## src/logic/snap_cfg.svh

```systemverilog
// offsets, field sizes and codes of the i/o port and snapshot logger
// assumes: included by bare name from the package and the design files
`ifndef SNAP_CFG_SVH
`define SNAP_CFG_SVH
// host port offsets from the card base
`define OFS_INPUT_PORT 4'h2
`define OFS_OUTPUT_PORT 4'h3
`define OFS_CAPTURE_COUNT 4'h4
`define OFS_BASE_FIRST 4'h5
`define OFS_STATUS 4'ha
`define OFS_WORD_COUNT 4'hb
// sizes
`define SNAP_NCNT 5
`define SNAP_FIFO_DEPTH 16
`define SNAP_WORD_W 36
// answer codes
`define ERR_NONE 8'h00
`define ERR_RANGE 8'h0a
// output port limit
`define OUT_MAX 16'sh00ff
`endif

```

## src/logic/snap_pkg.sv

```systemverilog
// types shared by the snapshot logger
// assumes: snap_cfg.svh is on the include path
`include "snap_cfg.svh"
package snap_pkg;
    // store sequencer, gray along idle -> store
    typedef enum logic [0:0] {ST_IDLE = 1'b0, ST_STORE = 1'b1} snap_state_e;

    // whole state of the top module
    typedef struct packed {
        logic [7:0] in_latch;
        logic [7:0] out_lines;
        logic [15:0] rdata;
        logic [7:0] err;
        logic [2:0] trig_sync;
        logic [1:0] gate_sync;
        logic [`SNAP_NCNT-1:0][15:0] base;
        logic [`SNAP_NCNT-1:0][15:0] snap;
        logic [14:0] target;
        logic [14:0] words;
        logic active;
        snap_state_e state;
        logic [2:0] idx;
        logic out_valid;
        logic [`SNAP_WORD_W-1:0] out_word;
    } logger_s;
endpackage : snap_pkg

```

## src/logic/snap_fifo.sv

```systemverilog
// word fifo between the store sequencer and the memory write port
// assumes: one clock, producer honours in_ready, consumer drives out_ready
`timescale 1ns/1ps
module snap_fifo #(
    parameter int WIDTH = 36,
    parameter int DEPTH = 16
) (
    // clock and reset
    input wire logic clk,
    input wire logic nrst,
    // fill side
    input wire logic in_valid,
    input wire logic [WIDTH-1:0] in_data,
    output logic in_ready,
    // drain side
    output logic out_valid,
    output logic [WIDTH-1:0] out_data,
    input wire logic out_ready
);
    localparam int AW = $clog2(DEPTH);

    // power-of-two depth keeps pointer wrap free
    generate
        if (DEPTH < 2 || (1 << AW) != DEPTH)
        begin : g_bad_depth
            $error("snap_fifo depth must be a power of two");
        end
    endgenerate

    typedef struct packed {
        logic [DEPTH-1:0][WIDTH-1:0] mem;
        logic [AW-1:0] wr;
        logic [AW-1:0] rd;
        logic [AW:0] count;
    } fifo_s;

    fifo_s st_reg;
    fifo_s st_next;
    logic push;
    logic pop;

    // honest flags straight from the occupancy count
    assign in_ready = (st_reg.count != (AW + 1)'(DEPTH));
    assign out_valid = (st_reg.count != '0);
    assign out_data = st_reg.mem[st_reg.rd];
    assign push = in_valid && in_ready;
    assign pop = out_valid && out_ready;

    // pointer and count update
    always_comb
    begin
        st_next = st_reg;
        if (push)
        begin
            st_next.mem[st_reg.wr] = in_data;
            st_next.wr = st_reg.wr + 1'b1;
        end
        if (pop)
        begin
            st_next.rd = st_reg.rd + 1'b1;
        end
        st_next.count = st_reg.count + (AW + 1)'(push) - (AW + 1)'(pop);
    end

    // state register
    always_ff @(posedge clk or negedge nrst)
    begin
        if (!nrst)
        begin
            st_reg <= '0;
        end
        else
        begin
            st_reg <= st_next;
        end
    end
endmodule : snap_fifo

```

## src/logic/io_port_and_snapshot_logger.sv

```systemverilog
// digital i/o ports and triggered counter snapshot logger
// assumes: host i/o strobes synchronous to clk, counters sampled live,
// memory write port accepts words under valid/ready
//
// Function
// - strobe high makes input port transparent
// - strobe low holds captured input byte
// - read at offset two returns input byte
// - write at offset three drives output lines
// - ports independent of counter state
// - snapshot only on trigger rising edge
// - trigger honoured only while gate low
// - latch selected counters together, then store
// - each trigger stores two bytes further on
// - every counter has own buffer base
// - zero base deselects that counter
// - stop after programmed trigger count reached
// - status shows active flag, words read at own offset
// - capture count at or below zero: error 10
// - output value out of range: error 10
// - bad request does nothing, answers error
`timescale 1ns/1ps
`include "snap_cfg.svh"
module io_port_and_snapshot_logger #(
    parameter int NCNT = 5,
    parameter int FIFO_DEPTH = 16
) (
    // clock and reset
    input wire logic clk,
    input wire logic nrst,
    // host i/o port
    input wire logic [3:0] io_addr,
    input wire logic io_rd,
    input wire logic io_wr,
    input wire logic [15:0] io_wdata,
    output logic [15:0] io_rdata,
    output logic [7:0] err_code,
    // digital port pins
    input wire logic [7:0] input_lines,
    input wire logic in_strobe,
    output logic [7:0] output_lines,
    // trigger pins
    input wire logic trig_in,
    input wire logic trig_gate_n,
    // live counter values
    input wire logic [NCNT-1:0][15:0] counter_values,
    // memory write port: address then data word
    output logic mem_valid,
    output logic [19:0] mem_addr,
    output logic [15:0] mem_data,
    input wire logic mem_ready,
    // status pins
    output logic capture_active
);
    // the packed state fixes the counter count
    generate
        if (NCNT != `SNAP_NCNT || FIFO_DEPTH < 2)
        begin : g_bad_param
            $error("logger parameters do not match the state layout");
        end
    endgenerate

    snap_pkg::logger_s st_reg; // all state
    snap_pkg::logger_s st_next; // its next value
    logic fifo_in_valid; // sequencer offers a word
    logic [`SNAP_WORD_W-1:0] fifo_in_data; // address and data
    logic fifo_in_ready; // stalls the sequencer when full
    logic fifo_out_valid;
    logic [`SNAP_WORD_W-1:0] fifo_out_data;
    logic fifo_out_ready;
    logic trig_rise; // synchronised rising edge
    logic trig_accept; // edge that starts a snapshot
    logic [15:0] cur_base; // base of the counter being stored
    logic count_load; // a legal capture count write restarts the run

    // decode the host address of a given register
    function automatic logic hit(input logic [3:0] a, input logic [3:0] ofs);
        hit = (a == ofs);
    endfunction : hit

    // edge taken from the second and third stage only
    assign trig_rise = st_reg.trig_sync[1] && !st_reg.trig_sync[2];
    assign trig_accept = trig_rise && !st_reg.gate_sync[1] && st_reg.active;
    assign cur_base = st_reg.base[st_reg.idx];
    // segment times sixteen plus two bytes per word already stored
    assign fifo_in_data = {{cur_base, 4'h0} + {4'h0, st_reg.words, 1'b0},
        st_reg.snap[st_reg.idx]};
    assign fifo_in_valid = (st_reg.state == snap_pkg::ST_STORE) && (cur_base != 16'h0000);
    // output stage refills when empty or when memory takes its word
    assign fifo_out_ready = !st_reg.out_valid || mem_ready;
    // the sequencer must see a restart too, so it cannot undo it
    assign count_load = io_wr && hit(io_addr, `OFS_CAPTURE_COUNT)
        && $signed(io_wdata) > 16'sh0000;

    // next-state logic
    always_comb
    begin
        st_next = st_reg;
        // input latch follows the pins only while strobe is high
        if (in_strobe)
        begin
            st_next.in_latch = input_lines;
        end
        // otherwise the captured byte holds
        // synchronisers: stage 0 feeds stage 1 only
        st_next.trig_sync = {st_reg.trig_sync[1:0], trig_in};
        st_next.gate_sync = {st_reg.gate_sync[0], trig_gate_n};
        // host reads
        if (io_rd)
        begin
            st_next.rdata = 16'h0000; // unmapped offsets read zero
            if (hit(io_addr, `OFS_INPUT_PORT))
            begin
                st_next.rdata = {8'h00, st_reg.in_latch};
            end
            else if (hit(io_addr, `OFS_STATUS))
            begin
                st_next.rdata = {15'h0000, st_reg.active};
            end
            else if (hit(io_addr, `OFS_WORD_COUNT))
            begin
                st_next.rdata = {1'b0, st_reg.words};
            end
            else if (io_addr >= `OFS_BASE_FIRST && io_addr < `OFS_STATUS)
            begin
                st_next.rdata = st_reg.base[io_addr - `OFS_BASE_FIRST];
            end
        end
        // host writes: values checked before anything changes
        if (io_wr)
        begin
            st_next.err = `ERR_NONE;
            if (hit(io_addr, `OFS_OUTPUT_PORT))
            begin
                if ($signed(io_wdata) < 16'sh0000 || $signed(io_wdata) > `OUT_MAX)
                begin
                    st_next.err = `ERR_RANGE;
                end
                else
                begin
                    st_next.out_lines = io_wdata[7:0];
                end
            end
            else if (hit(io_addr, `OFS_CAPTURE_COUNT))
            begin
                if ($signed(io_wdata) <= 16'sh0000)
                begin
                    st_next.err = `ERR_RANGE;
                end
                else
                begin
                    // a new run restarts the word count at zero
                    st_next.target = io_wdata[14:0];
                    st_next.words = 15'h0000;
                    st_next.active = 1'b1;
                end
            end
            else if (io_addr >= `OFS_BASE_FIRST && io_addr < `OFS_STATUS)
            begin
                st_next.base[io_addr - `OFS_BASE_FIRST] = io_wdata;
            end
        end
        // store sequencer
        unique case (st_reg.state)
            snap_pkg::ST_IDLE:
            begin
                // all counters latched in one edge
                if (trig_accept)
                begin
                    st_next.snap = counter_values;
                    st_next.idx = 3'h0;
                    st_next.state = snap_pkg::ST_STORE;
                end
            end
            snap_pkg::ST_STORE:
            begin
                // a new edge here is dropped: no branch looks at it
                // zero base skips, full fifo stalls the walk
                if (cur_base == 16'h0000 || fifo_in_ready)
                begin
                    st_next.idx = st_reg.idx + 3'h1;
                    if (st_reg.idx == 3'(NCNT - 1))
                    begin
                        st_next.state = snap_pkg::ST_IDLE;
                        // park the index so the base lookup stays in range
                        st_next.idx = 3'h0;
                        // a run restarted this cycle wins over the old run's count
                        if (!count_load)
                        begin
                            st_next.words = st_reg.words + 15'h0001;
                            if (st_reg.words + 15'h0001 == st_reg.target)
                            begin
                                st_next.active = 1'b0;
                            end
                        end
                    end
                end
            end
        endcase
        // registered memory output stage
        if (fifo_out_ready)
        begin
            st_next.out_valid = fifo_out_valid;
            st_next.out_word = fifo_out_data;
        end
    end

    // state register
    always_ff @(posedge clk or negedge nrst)
    begin
        if (!nrst)
        begin
            st_reg <= '0;
        end
        else
        begin
            st_reg <= st_next;
        end
    end

    // word buffer, back-pressure reaches the sequencer
    snap_fifo #(
        .WIDTH(`SNAP_WORD_W),
        .DEPTH(FIFO_DEPTH)
    ) u_fifo (
        .clk(clk),
        .nrst(nrst),
        .in_valid(fifo_in_valid),
        .in_data(fifo_in_data),
        .in_ready(fifo_in_ready),
        .out_valid(fifo_out_valid),
        .out_data(fifo_out_data),
        .out_ready(fifo_out_ready)
    );

    // outputs straight from the state register
    assign io_rdata = st_reg.rdata;
    assign err_code = st_reg.err;
    assign output_lines = st_reg.out_lines;
    assign mem_valid = st_reg.out_valid;
    assign mem_addr = st_reg.out_word[`SNAP_WORD_W-1:16];
    assign mem_data = st_reg.out_word[15:0];
    assign capture_active = st_reg.active;
endmodule : io_port_and_snapshot_logger

```

## config.mk

```make
export PLATFORM = sky130hd
export DESIGN_NAME = io_port_and_snapshot_logger
export DESIGN_NICKNAME = d
export VERILOG_FILES = /design/src/logic/snap_pkg.sv /design/src/logic/snap_fifo.sv /design/src/logic/io_port_and_snapshot_logger.sv
export VERILOG_INCLUDE_DIRS = /design/src /design/src/logic
export SDC_FILE = /design/constraint.sdc
export NUM_CORES = 2
export LEC_CHECK = 0
export ABC_AREA = 1
export BUFFER_PORTS_ARGS = -buffer_cell sky130_fd_sc_hd__buf_2
export CORE_MARGIN = 5
export CORE_UTILIZATION = 31
export CTS_CLUSTER_DIAMETER = 100
export CTS_CLUSTER_SIZE = 40
export DETAILED_ROUTE_END_ITERATION = 6
export GPL_ROUTABILITY_DRIVEN = 0
export REMOVE_ABC_BUFFERS = 1
export SLEW_MARGIN = 5
export SYNTH_ARGS = -nofsm -noshare
export SYNTH_HDL_FRONTEND = slang
export SYNTH_HIERARCHICAL = 1
export SYNTH_SLANG_ARGS = --single-unit
```

## constraint.sdc

```tcl
create_clock -name clk -period 2.9 [get_ports clk]
set_input_delay 0.58 -clock clk [delete_from_list [all_inputs] [get_ports clk]]
set_output_delay 0.58 -clock clk [all_outputs]
set_load 0.005 [all_outputs]
```

### After elaboration in Yosys (flattened, before gate mapping)

Cells that the tools add are included.
Widths: inputs -> output; s select.

* flip-flop bits (word level): 866
* logic and storage cells: 135
* output and inout bits: 70

* mux-type cells: 33
* bitwise operators: 5
* order comparisons: 12
* reduce and logical (&&, ||, !) cells: 25
* add/subtract/negate cells: 8
* equality and inequality tests: 10

Operators with widths (count)
* $bwmux 576: 1
* $mux 16: 14
* $bmux 16 s3: 3
* $bmux 36 s4: 1
* $demux 36 s4: 1
* $bwmux 80: 1
* $mux 36: 2
* $demux 16 s3: 1
* $mux 20: 2
* $add 20x16->20: 1
* $gt 16x1->1 const B: 1
* $gt 16x9->1 const B: 1
* $le 16x1->1 const B: 1
* $logic_not 16->1: 1
* $lt 16x1->1 const B: 1
* $mux 4: 4
* $reduce_bool 16->1: 1
* $add 15x1->15 const B: 1
* $eq 15x15->1: 1
* $logic_and 1x1->1: 11
* $lt 4x5->1 const B: 2
* $add 4x1->4 const B: 2
* $eq 4x2->1 const B: 2
* $eq 4x4->1 const B: 2
* other kinds (23): 35

### Longest topological paths before layout

* depth after elaboration: 10
* depth in mapped cells: 20
* mapped depth without buffers: 17

### Cells and area by module

Netlist, hierarchy kept.

By module, submodules not included
* snap_fifo: area an instance 28502.3 µm², sequential area each 14739.1 µm², cells each 3692, instances 1
* io_port_and_snapshot_logger: area an instance 14422.6 µm², sequential area each 6756.5 µm², cells each 1723, instances 1

### Least setup slack after synthesis

OpenSTA, ideal clock, no wires.

* path kind: register -> register
* from: reg st_reg[37] (netlist name)
* to: reg u_fifo/st_reg[4] in the netlist's numbering
* path buffers: 4
* arrival time: 3.040 ns
* clock period less this slack: 3.167 ns
* slack: -0.267 ns
* data required time: 2.774 ns
* cell stages (with the launch flop): 20
* cells stage by stage: dfrtp_1 -> buf_6 -> nor3_4 -> buf_4 -> nand2_1 -> nand2_2 -> nor2_1 -> nand2_1 -> nor2_2 -> a21oi_1 -> buf_4 -> buf_8 -> nand2_2 -> ha_1 -> inv_1 -> ha_1 -> fa_1 -> nand3_1 -> nand2_1 -> xor2_1

RTL lines
* end signal, assigned: RTL line snap_fifo.sv:74 `st_reg <= st_next;`
* end, declared: RTL line snap_fifo.sv:37 `fifo_s st_reg;`

==> impl_metrics.tcl <==
set metrics [dict create \
    status "finished with violations" \
    violations "negative setup slack" \
    min_period_over_period 1.037 \
    cp_max_fo 8 \
    max_slew.worst_pin.slew_ns 0.7420 \
    number_of_flip_flops_under_the_largest_register_name 589 \
    mappedNetlistArea_um2 42920 \
    clock_tree_from_tritoncts "built" \
    drt_first_iter_violations 2985 \
    ioPinCount 186 \
    fin_util 0.3467 \
    cts.htree.levels 1 \
    synthesis.instances 5415 \
    pin_count_of_the_biggest_net_entering_global_routing 121 \
    setup_viol_count_final 118 \
    synth_cell_type_count 47 \
    num-nets-final 5583 \
    timing.critical_path.to_type "flop" \
    synth_top_area_share 0.5008 \
    netlist_top_cells_area "sky130_fd_sc_hd__dfrtp_1 50%, sky130_fd_sc_hd__nand2_1 17%, sky130_fd_sc_hd__o21ai_0 5.4%" \
    count_of_flip_flops_with_a_built_in_enable_after_synthesis 0 \
    worst-endpoint-required_ns 3.47 \
    core_area_um2 137500 \
    placementRows 136 \
    hold_path_class "in2reg" \
    report.final.slew_viol_count 0 \
    crit_type "reg2reg" \
    hpwlAfterDp_um 78890 \
    async_reset_ff_frac 1.000 \
    post_syn_area_per_cell_um2 7.927 \
    drt-pass1-iter-count 6 \
    drtAntennaViolNets 0 \
    number_of_buffers_added_on_ports 179 \
    clk_transition_reported_paths_ns 0.14 \
    insertedDiodeCount 0 \
    track_usage 0.1683 \
    clkSinkCount 859 \
    die-area_um2 146000 \
    die_width_um 382.1 \
    report.final.hold_viol_count 0 \
    postSynthRegisterBits 859 \
    number_of_global_route_vias_before_repair 33390 \
    pwr_density_cell_nw_per_um2 938.2 \
    maxSlewHeadroom 0.5054 \
    initial_utilization 0.3122 \
    stdcell_area_um2 47660 \
    vdd_drop_max_uv 733.5 \
    dieHeight_um 382.1 \
    clock-skew-final_ns 0.05430 \
    clk_latency_ns 0.69 \
    cts_made_buffers 31 \
    grt_pass1_wl_um 198500 \
    yosysWarningCount 6 \
    fin_crit_ns 3.008 \
    type_of_origin_of_the_critical_path "flop" \
    vias_per_cell 4.825 \
    max-clock-path-buffers 3 \
    synthFlopType "sky130_fd_sc_hd__dfrtp_1" \
    grt_remaining_overflow 0 \
    final_layout_size_suffix_gt1_frac 0.1330 \
    arrival_ns 3.57 \
    vias 35000 \
    static-leakage-power_uw 0.02266 \
    hold_ws_ns 0.09166 \
    post-route-drc-count 0 \
    max-cap-violations 0 \
    rsz0062_at_grt "yes" \
    flow.area_growth_from_synthesis_pct 11.04 \
    worst_slack_ns -0.1077 \
    yosys.area.top_type "sky130_fd_sc_hd__dfrtp_1" \
    cts_root_buffer "sky130_fd_sc_hd__clkbuf_16" \
    synth.cells.most_frequent "1986 x sky130_fd_sc_hd__nand2_1, 859 x sky130_fd_sc_hd__dfrtp_1, 461 x sky130_fd_sc_hd__o21ai_0" \
    achievable-frequency_mhz 332.5 \
    antenna_found_initial 1 \
    detail_route.wl_per_cell_um 17.42 \
    portion_of_the_post_synthesis_area_used_by_sequential_elements 0.5008 \
    detail_route.wirelength_um 126300 \
    yosysMostFrequentCell "sky130_fd_sc_hd__nand2_1" \
    postPlaceCellArea_um2 45810 \
]
## per-layer routing
metal  global-route usage  share of wire  vias to the layer above
met5                    0        0.00010                        -
met3              0.01787          0.051                      172
met1               0.2339           0.45                    16740
met2               0.2804           0.47                      916
li1                     -              -                    17160
met4              0.04568          0.028                        2
## cells by family (layout without fill, tap and decap cells)
group                    count (synthesis)  in the layout  share of synthesized area
adder cells (fa/ha/maj)                 32             32                   0.009677
multiplexers                           102            102                    0.02676
AND/OR/NAND/NOR                       2729           2729                     0.2567
XOR/XNOR                                29             29                   0.005917
AO/OA/AOI/OAI                          862            862                     0.1083
other                                    1              7                 0.00008736
flip-flops                             859            859                     0.5008
buffers and inverters                  801            839                    0.09188
## metrics by stage
step	total power (uW)	setup slack [ns]	std cells	TNS [ns]
2_1_floorplan	29180	-8.078	5010	-1977.31
4_1_cts	44420	-0.1034	7237	-1.964
3_5_place_dp	37840	-0.2236	7177	-11.89
3_3_place_gp	37480	-0.2090	7177	-10.97
6_report	44720	-0.1077	7253	-4.996
5_1_grt	48290	-0.2638	7253	-43.86
## cells in the final DEF (no fill, tap or decap), types with 4 or more instances in the layout
| cell type | Yosys | final |
|---|---|---|
| sky130_fd_sc_hd__buf_2 | 130 | 178 |
| sky130_fd_sc_hd__o22ai_1 | 26 | 26 |
| sky130_fd_sc_hd__o21ai_0 | 461 | 417 |
| sky130_fd_sc_hd__nand3_4 | 8 | 17 |
| sky130_fd_sc_hd__nand2_2 | 4 | 22 |
| sky130_fd_sc_hd__a32o_1 | 16 | 16 |
| sky130_fd_sc_hd__nand3_1 | 358 | 343 |
| sky130_fd_sc_hd__nor2_1 | 313 | 311 |
| sky130_fd_sc_hd__inv_2 | 8 | 10 |
| sky130_fd_sc_hd__xnor2_1 | 8 | 7 |
| sky130_fd_sc_hd__o21ai_1 | 239 | 262 |
| sky130_fd_sc_hd__buf_16 | 0 | 7 |
| sky130_fd_sc_hd__xor2_1 | 21 | 18 |
| sky130_fd_sc_hd__conb_1 | 1 | 7 |
| sky130_fd_sc_hd__nand3_2 | 8 | 14 |
| sky130_fd_sc_hd__inv_1 | 378 | 375 |
| sky130_fd_sc_hd__ha_1 | 30 | 19 |
| sky130_fd_sc_hd__buf_12 | 1 | 44 |
| sky130_fd_sc_hd__mux2_2 | 102 | 102 |
| sky130_fd_sc_hd__clkbuf_16 | 0 | 35 |
| sky130_fd_sc_hd__nand2_1 | 1986 | 1966 |
| sky130_fd_sc_hd__nand4_1 | 17 | 17 |
| sky130_fd_sc_hd__dfrtp_1 | 859 | 855 |
| sky130_fd_sc_hd__nand2_4 | 2 | 4 |
| sky130_fd_sc_hd__inv_6 | 0 | 6 |
| sky130_fd_sc_hd__ha_4 | 0 | 9 |
| sky130_fd_sc_hd__a21oi_1 | 58 | 52 |
| sky130_fd_sc_hd__o21ai_2 | 52 | 73 |
| sky130_fd_sc_hd__buf_6 | 49 | 8 |
| sky130_fd_sc_hd__nand3b_1 | 8 | 8 |
| sky130_fd_sc_hd__nor3_1 | 17 | 16 |
| sky130_fd_sc_hd__a21oi_2 | 0 | 5 |
| sky130_fd_sc_hd__buf_4 | 92 | 145 |
## worst paths after layout
kind	to	slack, ns	cells after the start	start
max	u_fifo/st_reg[4]	-0.11	18	st_reg[37]
min reg2reg	st_next[236]	0.36	0	st_next[235]
min	st_reg[272]	0.09	3	input_lines[3]
max in group asynchronous	u_fifo/st_reg[356]	1.46	4	nrst
min in group asynchronous	mem_data[11]	0.40	2	nrst
max reg2reg	u_fifo/st_reg[4]	-0.11	18	st_reg[37]
## final cells by class
| class | instances | area (um^2) |
|---|---|---|
| Clock buffer | 34 | 807.0 |
| Clock inverter | 23 | 307.8 |
| Fill cell | 14330 | 89830 |
| Inverter | 390 | 1474 |
| Multi-Input combinational cell | 3761 | 18000 |
| Sequential cell | 859 | 21510 |
| Tap cell | 1794 | 2245 |
| Timing Repair Buffer | 392 | 3318 |
## critical path, stage by stage (launching register included)
cell and delay (ns):
sky130_fd_sc_hd__dfrtp_2 0.50, sky130_fd_sc_hd__buf_4 0.17, sky130_fd_sc_hd__nor3_4 0.14, sky130_fd_sc_hd__buf_6 0.15, sky130_fd_sc_hd__clkbuf_16 0.14, sky130_fd_sc_hd__nand2_1 0.06
sky130_fd_sc_hd__nand2_2 0.11, sky130_fd_sc_hd__nor2_1 0.06, sky130_fd_sc_hd__nand2_1 0.06, sky130_fd_sc_hd__nor2_2 0.07, sky130_fd_sc_hd__a21oi_4 0.20, sky130_fd_sc_hd__nand2_2 0.09
sky130_fd_sc_hd__ha_1 0.29, sky130_fd_sc_hd__inv_1 0.04, sky130_fd_sc_hd__ha_2 0.17, sky130_fd_sc_hd__fa_2 0.33, sky130_fd_sc_hd__nand3_1 0.09, sky130_fd_sc_hd__nand2_1 0.06
sky130_fd_sc_hd__xor2_1 0.14
## what timing repair did
| item | 4_1_cts | 5_1_grt |
|---|---|---|
| pin swaps | 6 | 36 |
| endpoints found under the hold margin | 35 | 0 |
| hold buffers | 3 | 0 |
| resized for setup | 26 | 125 |
| buffers inserted | 0 | 11 |
| endpoints found under the setup margin | 139 | 270 |
| cloned | 0 | 5 |
## power breakdown
group          total [uW]  switching (uW)  leakage, uW  internal (uW)
logic               20200           13100       0.0108           7100
clock network        6480            4160     0.000546           2310
registers           18100            2250       0.0113          15800
total               44700           19500       0.0227          25200
(Power assumes the default switching activity.)
